**src/verilog/cpu_regset_regs.svh**
```systemverilog
// offsets, field positions, reset values and vector offsets of the register set
`ifndef CPU_REGSET_REGS_SVH
`define CPU_REGSET_REGS_SVH
`define ADDR_W 8
`define OFS_STATUS 8'h00
`define OFS_GBASE 8'h04
`define OFS_VBASE 8'h08
`define OFS_MULTIPLY_ACCUM_HIGH 8'h0C
`define OFS_MULTIPLY_ACCUM_LOW 8'h10
`define OFS_LINK 8'h14
`define OFS_IPTR 8'h18
`define OFS_ISTAT 8'h1C
`define OFS_IMASK 8'h20
`define OFS_GPR_LO 8'h40
`define OFS_GPR_HI 8'h7C
`define SR_MASK_LSB 4
`define SR_MASK_MSB 7
`define SR_MASK_RESET 4'hF
`define SR_WRITABLE 32'h000003F3
`define VBASE_RESET 32'h00000000
`define VEC_PC_OFS 32'h00000000
`define VEC_SP_OFS 32'h00000004
`define VEC_ADDR_ERR_OFS 32'h00000024
`define STACK_STEP 32'h00000004
`define SP_INDEX 4'hF
`define IDX_INDEX 4'h0
`define IRQ_ADDR_ERR 0
`define IRQ_BOOT_DONE 1
`define IRQ_USED 32'h00000003
`endif

```
**src/verilog/cpu_regset_pkg.sv**
```systemverilog
// types shared by the register set and its users
package cpu_regset_pkg;
    // width of a memory operand or access
    typedef enum logic [1:0] {size_byte, size_word, size_long} size_type;
    // how a byte immediate is widened
    typedef enum logic {imm_arith, imm_logic} imm_kind_type;
    // source of a general register write
    typedef enum logic [1:0] {wb_alu, wb_mem, wb_imm} wb_src_type;
    // reset vector load sequence
    typedef enum logic [1:0] {st_load_pc, st_load_sp, st_run} boot_type;
endpackage : cpu_regset_pkg

```
**src/verilog/cpu_regset.sv**
```systemverilog
// architectural register set with operand widening and alignment checks
//
// Notes on behaviour
// - sixteen general, three control, four system registers
// - register zero is the index register
// - register fifteen is the exception stack pointer
// - global base forms peripheral base addresses
// - vector base locates exception and interrupt vectors
// - multiply results held as high/low pair
// - link holds return address, pointer holds fetch
// - reset loads pointer and stack from vectors
// - reset sets mask field ones, reserved zero
// - reset clears vector base, others need not
// - register operands are always full longwords
// - byte and word loads are sign extended
// - byte accesses allowed at any address
// - misaligned word or longword raises address error
// - stack accessed only by aligned longwords
// - arithmetic byte immediates are sign extended
// - logic byte immediates are zero extended
// - wide immediates come from memory tables
`timescale 1ns/1ps
`include "cpu_regset_regs.svh"

module cpu_regset (
    // clock and reset
    input wire logic REF_CLK,
    input wire logic RST,
    // software register port
    input wire logic [`ADDR_W-1:0] REG_ADDR,
    input wire logic [31:0] REG_WDATA,
    input wire logic REG_WR,
    input wire logic REG_RD,
    output logic [31:0] REG_RDATA,
    // interrupt
    output logic IRQ,
    // reset vector fetch
    output logic VEC_REQ,
    output logic [31:0] VEC_ADDR,
    input wire logic [31:0] VEC_DATA,
    input wire logic VEC_ACK,
    output logic CORE_READY,
    // general register reads
    input wire logic [3:0] RD_SEL_A,
    input wire logic [3:0] RD_SEL_B,
    output logic [31:0] RD_DATA_A,
    output logic [31:0] RD_DATA_B,
    output logic [31:0] INDEX_DATA,
    output logic [31:0] GBR_INDEX_ADDR,
    // general register write back
    input wire logic WB_EN,
    input wire logic [3:0] WB_SEL,
    input wire cpu_regset_pkg::wb_src_type WB_SRC,
    input wire cpu_regset_pkg::size_type WB_SIZE,
    input wire cpu_regset_pkg::imm_kind_type WB_IMM_KIND,
    input wire logic [31:0] WB_DATA,
    input wire logic [7:0] WB_IMM,
    // memory access check
    input wire logic ACC_EN,
    input wire logic [31:0] ACC_ADDR,
    input wire cpu_regset_pkg::size_type ACC_SIZE,
    input wire logic ACC_STACK,
    output logic ADDR_ERR,
    output logic [31:0] ERR_VECTOR,
    // exception stack
    input wire logic STACK_PUSH,
    input wire logic STACK_POP,
    output logic [31:0] STACK_ADDR,
    // multiply accumulate pair
    input wire logic MAC_WR,
    input wire logic [31:0] MAC_HIGH_IN,
    input wire logic [31:0] MAC_LOW_IN,
    output logic [31:0] MAC_HIGH,
    output logic [31:0] MAC_LOW,
    // link and instruction pointer
    input wire logic LINK_WR,
    input wire logic [31:0] LINK_IN,
    input wire logic PC_WR,
    input wire logic [31:0] PC_IN,
    output logic [31:0] LINK_OUT,
    output logic [31:0] PC_OUT,
    // control register views
    output logic [31:0] STATUS_OUT,
    output logic [31:0] GBR_OUT,
    output logic [31:0] VBR_OUT
);
    import cpu_regset_pkg::*;

    // widen a memory operand to a longword, sign extended
    function automatic logic [31:0] widen_load(input logic [31:0] d,
                                               input size_type s);
        unique case (s)
            size_byte: widen_load = {{24{d[7]}}, d[7:0]};
            size_word: widen_load = {{16{d[15]}}, d[15:0]};
            size_long: widen_load = d;
            default: widen_load = d;
        endcase
    endfunction : widen_load

    // widen a byte immediate; wider ones arrive as table loads
    function automatic logic [31:0] widen_imm(input logic [7:0] i,
                                              input imm_kind_type k);
        if (k == imm_arith) begin
            widen_imm = {{24{i[7]}}, i};
        end else begin
            widen_imm = {24'h000000, i};
        end
    endfunction : widen_imm

    // true when an access breaks the alignment of its size
    function automatic logic misaligned(input logic [31:0] a,
                                        input size_type s,
                                        input logic stk);
        logic bad;
        bad = 1'b0;
        unique case (s)
            size_byte: bad = 1'b0;
            size_word: bad = a[0];
            size_long: bad = a[1] | a[0];
            default: bad = 1'b1;
        endcase
        // stack holds saved pointer and status words only
        misaligned = bad | (stk & (s != size_long));
    endfunction : misaligned

    // register state
    logic [31:0] gpr_reg [0:15]; // general registers
    logic [31:0] gpr_next [0:15];
    logic [31:0] status_reg, status_next; // status word
    logic [31:0] gbase_reg, gbase_next; // global base
    logic [31:0] vbase_reg, vbase_next; // vector base
    logic [31:0] multiply_accum_high_reg, multiply_accum_high_next; // multiply high
    logic [31:0] multiply_accum_low_reg, multiply_accum_low_next; // multiply low
    logic [31:0] link_reg, link_next; // subroutine link
    logic [31:0] iptr_reg, iptr_next; // instruction pointer
    logic [31:0] istat_reg, istat_next; // sticky events
    logic [31:0] imask_reg, imask_next; // event mask
    // registered outputs
    logic [31:0] rdata_reg, rdata_next;
    logic [31:0] rda_reg, rda_next;
    logic [31:0] rdb_reg, rdb_next;
    logic [31:0] gidx_reg, gidx_next;
    logic [31:0] stk_reg, stk_next;
    logic err_reg, err_next;
    logic [31:0] errvec_reg, errvec_next;
    // boot sequencer
    boot_type state_reg, state_next;
    logic [31:0] vaddr_reg, vaddr_next;
    logic boot_done; // last vector taken this cycle
    logic err_now; // misaligned access this cycle

    assign err_now = ACC_EN & misaligned(ACC_ADDR, ACC_SIZE, ACC_STACK);
    assign boot_done = (state_reg == st_load_sp) & VEC_ACK;

    // boot sequencer next state: pointer, then stack, then run
    always_comb begin
        state_next = state_reg;
        vaddr_next = vaddr_reg;
        unique case (state_reg)
            st_load_pc: begin
                if (VEC_ACK) begin
                    state_next = st_load_sp;
                    vaddr_next = vbase_reg + `VEC_SP_OFS;
                end
            end
            st_load_sp: begin
                if (VEC_ACK) begin
                    state_next = st_run;
                end
            end
            st_run: begin
                state_next = st_run;
            end
        endcase
    end

    // boot sequencer registers; vector base is zero at reset
    always_ff @(posedge REF_CLK) begin
        if (RST) begin
            state_reg <= st_load_pc;
            vaddr_reg <= `VBASE_RESET + `VEC_PC_OFS;
        end else begin
            state_reg <= state_next;
            vaddr_reg <= vaddr_next;
        end
    end

    // general registers: write back, stack moves, vector load
    always_comb begin
        logic [31:0] wv;
        wv = WB_DATA;
        for (int i = 0; i < 16; i++) begin
            gpr_next[i] = gpr_reg[i];
        end
        unique case (WB_SRC)
            wb_mem: wv = widen_load(WB_DATA, WB_SIZE);
            wb_imm: wv = widen_imm(WB_IMM, WB_IMM_KIND);
            default: wv = WB_DATA;
        endcase
        if (WB_EN) begin
            gpr_next[WB_SEL] = wv;
        end
        // stack moves win over a write back to register fifteen
        if (state_reg != st_run) begin
            if (boot_done) begin
                gpr_next[`SP_INDEX] = VEC_DATA;
            end
        end else if (STACK_PUSH & ~STACK_POP) begin
            gpr_next[`SP_INDEX] = gpr_reg[`SP_INDEX] - `STACK_STEP;
        end else if (STACK_POP & ~STACK_PUSH) begin
            gpr_next[`SP_INDEX] = gpr_reg[`SP_INDEX] + `STACK_STEP;
        end
        // read ports and global index address one cycle late; stack address in step with register fifteen
        rda_next = gpr_reg[RD_SEL_A];
        rdb_next = gpr_reg[RD_SEL_B];
        gidx_next = gbase_reg + gpr_reg[`IDX_INDEX];
        stk_next = gpr_next[`SP_INDEX];
    end

    // general registers hold data only, so they carry no reset
    always_ff @(posedge REF_CLK) begin
        for (int i = 0; i < 16; i++) begin
            gpr_reg[i] <= gpr_next[i];
        end
        if (RST) begin
            rda_reg <= 32'h00000000;
            rdb_reg <= 32'h00000000;
            gidx_reg <= 32'h00000000;
            stk_reg <= 32'h00000000;
        end else begin
            rda_reg <= rda_next;
            rdb_reg <= rdb_next;
            gidx_reg <= gidx_next;
            stk_reg <= stk_next;
        end
    end

    // control and system registers, events and the software port
    always_comb begin
        status_next = status_reg;
        gbase_next = gbase_reg;
        vbase_next = vbase_reg;
        multiply_accum_high_next = multiply_accum_high_reg;
        multiply_accum_low_next = multiply_accum_low_reg;
        link_next = link_reg;
        iptr_next = iptr_reg;
        istat_next = istat_reg;
        imask_next = imask_reg;
        rdata_next = 32'h00000000;
        err_next = err_now;
        errvec_next = errvec_reg;
        if (err_now) begin
            errvec_next = vbase_reg + `VEC_ADDR_ERR_OFS;
        end
        if (REG_WR) begin
            unique case (REG_ADDR)
                `OFS_STATUS: status_next = REG_WDATA & `SR_WRITABLE;
                `OFS_GBASE: gbase_next = REG_WDATA;
                `OFS_VBASE: vbase_next = REG_WDATA;
                `OFS_MULTIPLY_ACCUM_HIGH: multiply_accum_high_next = REG_WDATA;
                `OFS_MULTIPLY_ACCUM_LOW: multiply_accum_low_next = REG_WDATA;
                `OFS_LINK: link_next = REG_WDATA;
                `OFS_IPTR: iptr_next = REG_WDATA;
                `OFS_ISTAT: istat_next = istat_reg & ~REG_WDATA;
                `OFS_IMASK: imask_next = REG_WDATA & `IRQ_USED;
                default: ; // unmapped writes are dropped
            endcase
        end
        // datapath updates win over a software write in the same cycle
        if (MAC_WR) begin
            multiply_accum_high_next = MAC_HIGH_IN;
            multiply_accum_low_next = MAC_LOW_IN;
        end
        if (LINK_WR) begin
            link_next = LINK_IN;
        end
        if (state_reg == st_load_pc) begin
            if (VEC_ACK) begin
                iptr_next = VEC_DATA;
            end
        end else if (PC_WR) begin
            iptr_next = PC_IN;
        end
        // events set after the clear, so a colliding event survives
        if (err_now) begin
            istat_next[`IRQ_ADDR_ERR] = 1'b1;
        end
        if (boot_done) begin
            istat_next[`IRQ_BOOT_DONE] = 1'b1;
        end
        if (REG_RD) begin
            if (REG_ADDR >= `OFS_GPR_LO && REG_ADDR <= `OFS_GPR_HI
                && REG_ADDR[1:0] == 2'b00) begin
                rdata_next = gpr_reg[REG_ADDR[5:2]];
            end else begin
                unique case (REG_ADDR)
                    `OFS_STATUS: rdata_next = status_reg;
                    `OFS_GBASE: rdata_next = gbase_reg;
                    `OFS_VBASE: rdata_next = vbase_reg;
                    `OFS_MULTIPLY_ACCUM_HIGH: rdata_next = multiply_accum_high_reg;
                    `OFS_MULTIPLY_ACCUM_LOW: rdata_next = multiply_accum_low_reg;
                    `OFS_LINK: rdata_next = link_reg;
                    `OFS_IPTR: rdata_next = iptr_reg;
                    `OFS_ISTAT: rdata_next = istat_reg;
                    `OFS_IMASK: rdata_next = imask_reg;
                    default: rdata_next = 32'h00000000;
                endcase
            end
        end
    end

    // register the control group; undefined status bits start at zero
    always_ff @(posedge REF_CLK) begin
        gbase_reg <= gbase_next;
        multiply_accum_high_reg <= multiply_accum_high_next;
        multiply_accum_low_reg <= multiply_accum_low_next;
        link_reg <= link_next;
        iptr_reg <= iptr_next;
        if (RST) begin
            status_reg <= {24'h000000, `SR_MASK_RESET, 4'h0};
            vbase_reg <= `VBASE_RESET;
            istat_reg <= 32'h00000000;
            imask_reg <= 32'h00000000;
            rdata_reg <= 32'h00000000;
            err_reg <= 1'b0;
            errvec_reg <= 32'h00000000;
        end else begin
            status_reg <= status_next;
            vbase_reg <= vbase_next;
            istat_reg <= istat_next;
            imask_reg <= imask_next;
            rdata_reg <= rdata_next;
            err_reg <= err_next;
            errvec_reg <= errvec_next;
        end
    end

    // outputs
    assign REG_RDATA = rdata_reg;
    assign IRQ = |(istat_reg & imask_reg);
    assign VEC_REQ = (state_reg != st_run);
    assign VEC_ADDR = vaddr_reg;
    assign CORE_READY = (state_reg == st_run);
    assign RD_DATA_A = rda_reg;
    assign RD_DATA_B = rdb_reg;
    assign INDEX_DATA = gpr_reg[`IDX_INDEX];
    assign GBR_INDEX_ADDR = gidx_reg;
    assign ADDR_ERR = err_reg;
    assign ERR_VECTOR = errvec_reg;
    assign STACK_ADDR = stk_reg;
    assign MAC_HIGH = multiply_accum_high_reg;
    assign MAC_LOW = multiply_accum_low_reg;
    assign LINK_OUT = link_reg;
    assign PC_OUT = iptr_reg;
    assign STATUS_OUT = status_reg;
    assign GBR_OUT = gbase_reg;
    assign VBR_OUT = vbase_reg;
endmodule : cpu_regset

```
**config.mk**
```make
export PLATFORM = sky130hd
export DESIGN_NAME = cpu_regset
export DESIGN_NICKNAME = d
export VERILOG_FILES = /design/src/verilog/cpu_regset_pkg.sv /design/src/verilog/cpu_regset.sv
export VERILOG_INCLUDE_DIRS = /design/src /design/src/verilog
export SDC_FILE = /design/constraint.sdc
export NUM_CORES = 2
export LEC_CHECK = 0
export BUFFER_PORTS_ARGS = -buffer_cell sky130_fd_sc_hd__buf_2
export CAP_MARGIN = 20
export CORE_MARGIN = 2
export CORE_UTILIZATION = 52
export DETAILED_ROUTE_END_ITERATION = 8
export PLACE_DENSITY = 0.81
export SLEW_MARGIN = 10
export SYNTH_ARGS = -nofsm -noshare
export SYNTH_HDL_FRONTEND = slang
export SYNTH_SLANG_ARGS = --single-unit
```
**constraint.sdc**
```tcl
create_clock -name REF_CLK -period 3.8 [get_ports REF_CLK]
set_input_delay 0.76 -clock REF_CLK [delete_from_list [all_inputs] [get_ports REF_CLK]]
set_output_delay 0.76 -clock REF_CLK [all_outputs]
set_load 0.1 [all_outputs]
```
# After elaboration in Yosys (flattened, before gate mapping)
# Memories as Yosys holds them, arrays and structs flattened. A register that Yosys moved wholly into a read port is not among the register bits.
# Index checks and enable logic that the tools add are counted.
# Widths: inputs -> output; s select.
dict set report classes {
  addsub 5
  magnitude_cmp 4
  eq_ne 19
  muxes 35
  bitwise 14
  reduce_logical 31
}
# operator n
set ops {}
lappend ops {{$mux 32} 21}
lappend ops {{$bwmux 512} 1}
lappend ops {{$mux 512} 1}
lappend ops {{$pmux 32 s9} 1}
lappend ops {{$demux 32 s4} 1}
lappend ops {{$pmux 32 s2} 2}
lappend ops {{$add 32x3->32 const B} 2}
lappend ops {{$add 32x32->32} 1}
lappend ops {{$add 32x6->32 const B} 1}
lappend ops {{$and 32x2->32} 1}
lappend ops {{$and 32x32->32} 1}
lappend ops {{$eq 8x5->1 const B} 4}
lappend ops {{$not 32->32} 1}
lappend ops {{$reduce_or 32->1} 1}
lappend ops {{$sub 32x3->32 const B} 1}
lappend ops {{$reduce_and 2->1} 12}
lappend ops {{$reduce_bool 2->1} 9}
lappend ops {{$eq 8x4->1 const B} 2}
lappend ops {{$eq 2x1->1 const B} 4}
lappend ops {{$eq 8x3->1 const B} 1}
lappend ops {{$eq 8x6->1 const B} 1}
lappend ops {{$ge 8x7->1 const B} 1}
lappend ops {{$le 8x7->1 const B} 1}
lappend ops {{$logic_not 2->1} 4}
lappend ops {{15 further kinds} 33}
dict set report totals {
  regBits 397
  ram_bits 512
  inputBits 304
  out_inout_bits 484
  wordCells 127
  memories 1
}
# memory depth word_bits rd rd_clocked_by_memory_dff write_ports line
set memory_table {}
lappend memory_table {gpr_reg 16 32 19 2 16 cpu_regset.sv:127} ;# logic [31:0] gpr_reg [0:15];

# Logic depth before layout (Yosys ltp)
dict set report depth {
  ltp_word 10
  depth_mapped 12
  ltp_nobuf 10
}

# Worst setup path after synthesis
# No wires, ideal clock.
dict set report synth_path {
  kind {input to register}
  start {in REG_ADDR[2]}
  end {reg gbase_reg[0] (netlist: GBR_OUT[0]) (enable)}
  setup_ns 0.392
  arrival_ns 3.600
  required_time_ns 3.408
  slack_ns -0.191
  stages 7
  path_buffers 4
  cell_sequence {clkbuf_1 > buf_2 > buf_1 > nand2b_1 > nor3_1 > clkbuf_1 > and2_1}
}
dict set report synth_between {
  elab_chain_cells 2
}
# element line
set synth_lines {}
lappend synth_lines {{start: declaration} cpu_regset.sv:30} ;# input wire logic [`ADDR_W-1:0] REG_ADDR,
lappend synth_lines {{$eq 8x3->1} cpu_regset.sv:256} ;# unique case (REG_ADDR)
lappend synth_lines {{$reduce_and 2->1 (no line)} n/a}
lappend synth_lines {{end signal: assignment} cpu_regset.sv:314} ;# gbase_reg <= gbase_next;
lappend synth_lines {{end: declaration} cpu_regset.sv:130} ;# logic [31:0] gbase_reg, gbase_next;
# No other way between the ends.
# A chain may end at the register's enable or synchronous reset.

==> results_dict.tcl <==
set metrics [dict create \
    status "complete, no violations" \
    gp_congestion 1.07 \
    crit_fanout 10 \
    cp-start-kind "flop" \
    critical_path.top_delay_family "simple AND/OR/NAND/NOR gates" \
    antenna_found_initial 36 \
    path_class "reg -> reg" \
    first_global_vias 38722 \
    synthFlopType "edfxtp_1" \
    regArea_mm2 0.0256 \
    postSynth.asyncResetShare_pct 0 \
    die-area_mm2 0.0977 \
    gr-usage-met1_pct 53.5 \
    htree_levels 3 \
    pwr_density_cell_mw_per_mm2 595 \
    row_count 113 \
    num_vias 41501 \
    endpoint_kind "flop" \
    busiest_layer "met2" \
    dpl_worst_slack_ps 237 \
    tns_ps 0 \
    crit_slowest_cell "or4b_2" \
    grt_use_total_pct 44.9 \
    grt_overflow 0 \
    dp_hpwl_mm 164 \
    wl_per_cell_um 38.5 \
    path_buf_inv 1 \
    max_freq_mhz 274 \
    ir_worst_vdd_mv 0.573 \
    hold_viol_final 0 \
    ant_nets 0 \
    arrival_ps 4220 \
    ys_seq_area_share_pct 51.6 \
    p_int_uw 20600 \
    port_buffers 733 \
    drv_slew 0 \
    ys_types 74 \
    postCtsHoldBufs 0 \
    switching_power_uw 14400 \
    hp-class "in -> reg" \
    core_area_mm2 0.0947 \
    p_sw_share_pct 41.1 \
    die_w_um 313 \
    synthMostInstantiatedCell "edfxtp_1" \
    final_nets 4775 \
    dp.cells 5588 \
    postLayoutCoreUtil_pct 62.1 \
    dieHeight_um 313 \
    crit_chain "inv_1 -> ha_1 -> or4b_2 -> nand2b_1 -> or3_1 -> nor2_1 -> xor2_1 -> a221oi_1 -> a211oi_1" \
    leakagePower_uw 0.0215 \
    via_per_inst 7.14 \
    max_slew_margin_pct 24.1 \
    yosysWarnings 0 \
    syn2layout_area_growth_pct 18.8 \
    start_util_pct 52.3 \
    fillers 7070 \
    finalClockSkew_ps 56.3 \
    netlist_top_cells_area "edfxtp_1, mux4_2, dfxtp_1" \
    fin_crit_sh_pct 96.1 \
    power_frac_comb_pct 32.6 \
    cts_tree "built" \
    ys_ff_latch 973 \
    firstDrtPassIters 9 \
    cp.required_ps 4370 \
    use_met2_pct 66.4 \
    wirelength_mm 224 \
    clock-sinks 973 \
    cts_resized 0 \
    clock_path_buffers 3 \
    final_layout_size_suffix_gt1_share_pct 37.3 \
    drt_iter0_drc 8121 \
    remaining_drc_errors 0 \
    synthCells 3710 \
    synth_edf_count 608 \
    seq_power_share_pct 38.7 \
    synthTopCellsByCount "edfxtp_1, mux4_2, nand2_1" \
    syn-cell-area_mm2 0.0495 \
    grt_max_degree 118 \
    synth.largest_area_cell "edfxtp_1" \
    cp_slowest_stage_delay_ps 640 \
    numCtsBuffers 104 \
    period_minus_slack_ps 3650 \
    worst_slew_pin_slew_ps 1130 \
    syn_avg_cell_area_um2 13.3 \
    insertion_delay_ps 720 \
    rsz0062_at_grt "false" \
    stdcell_count 5816 \
    globalRouteMet3Util_pct 18.7 \
    cap_violations 0 \
    pwr-share-clk_pct 28.7 \
    root_buffer "clkbuf_16" \
    grt_first_pass_wirelength_mm 305 \
    fin_ws_ps 149 \
    synth_top_area_share_pct 36.9 \
    clk_pin_slew_ps 70 \
    multiInputGateArea_mm2 0.0226 \
    ios 788 \
    cts_setup_buffers 0 \
    finalSetupViolCount 0 \
]
-- path summary, 6_finish.rpt --
kind | from | cells after the start | slack, ps | to
worst max-delay path | gpr_reg[15][3] | 9 | 150 | STACK_ADDR[28]
worst min-delay path | PC_IN[1] | 3 | 300 | PC_OUT[1]
worst max register to register | gpr_reg[15][3] | 9 | 150 | STACK_ADDR[28]
worst min register to register | istat_reg[15] | 2 | 450 | istat_reg[15]
-- worst reg2reg max path: stages (launching register included) --
cell,delay (ps)
dfxtp_1,520
inv_1,180
ha_1,240
or4b_2,640
nand2b_1,410
or3_1,550
nor2_1,160
xor2_1,110
a221oi_1,520
a211oi_1,160
-- kinds of logic (layout without fill, tap and decap cells) --
logic type,after synthesis,in the layout,synth area share [%]
other cells,1,53,0.00757
xor+xnor,104,104,1.84
fa+ha+maj,40,40,1.03
compound gates,600,600,8.04
mux,627,627,25.1
flops,973,973,51.6
simple gates,991,991,9.34
buf+inv,374,1163,3.06
-- layer usage --
metal	part of all wire, %	vias up	wire length [µm]
li1	-	15902	-
met1	31	20215	68400
met2	43	4411	97400
met3	17	955	38300
met4	8.9	18	19900
met5	0.054	-	121
-- layout make-up --
| class | instances | area share (%) |
|---|---|---|
| sequential | 973 | 43.4 |
| multi-input combinational | 2386 | 38.5 |
| timing repair buffer | 941 | 9.49 |
| clock buffer | 154 | 5.09 |
| tap | 1265 | 2.69 |
| clock inverter | 43 | 0.538 |
| inverter | 25 | 0.159 |
| antenna | 29 | 0.123 |
-- power groups by stage --
stage / combinational (µW) / clock, µW / sequential, µW
finish: 11400 / 10000 / 13600
global route: 11600 / 10400 / 13500
CTS: 11100 / 10000 / 13400
detailed placement: 11000 / 0 / 13600
global placement: 10900 / 0 / 13600
floorplan: 3980 / 0 / 17400
-- layout by cell type, fill, tap and decap left out, types with 65 or more instances in the layout --
cell	count
buf_2	724
edfxtp_1	608
mux4_2	485
dfxtp_1	365
nand2_1	365
nor2_1	236
buf_4	188
a21oi_1	178
clkbuf_16	106
nor2b_1	104
mux2i_1	91
o21ai_0	87
nand2b_1	71
a211oi_1	65
-- through the flow --
step / hold slack, ps / cell area, µm² / power, µW
after detailed placement: 437 / 55400 / 24700
final: 302 / 58800 / 35000
after global routing: 294 / 58800 / 35600
after global placement: 432 / 55400 / 24500
after CTS: 281 / 58800 / 34500
after floorplan: 423 / 49600 / 21400
Note: power is estimated with default switching activity, not from simulation.
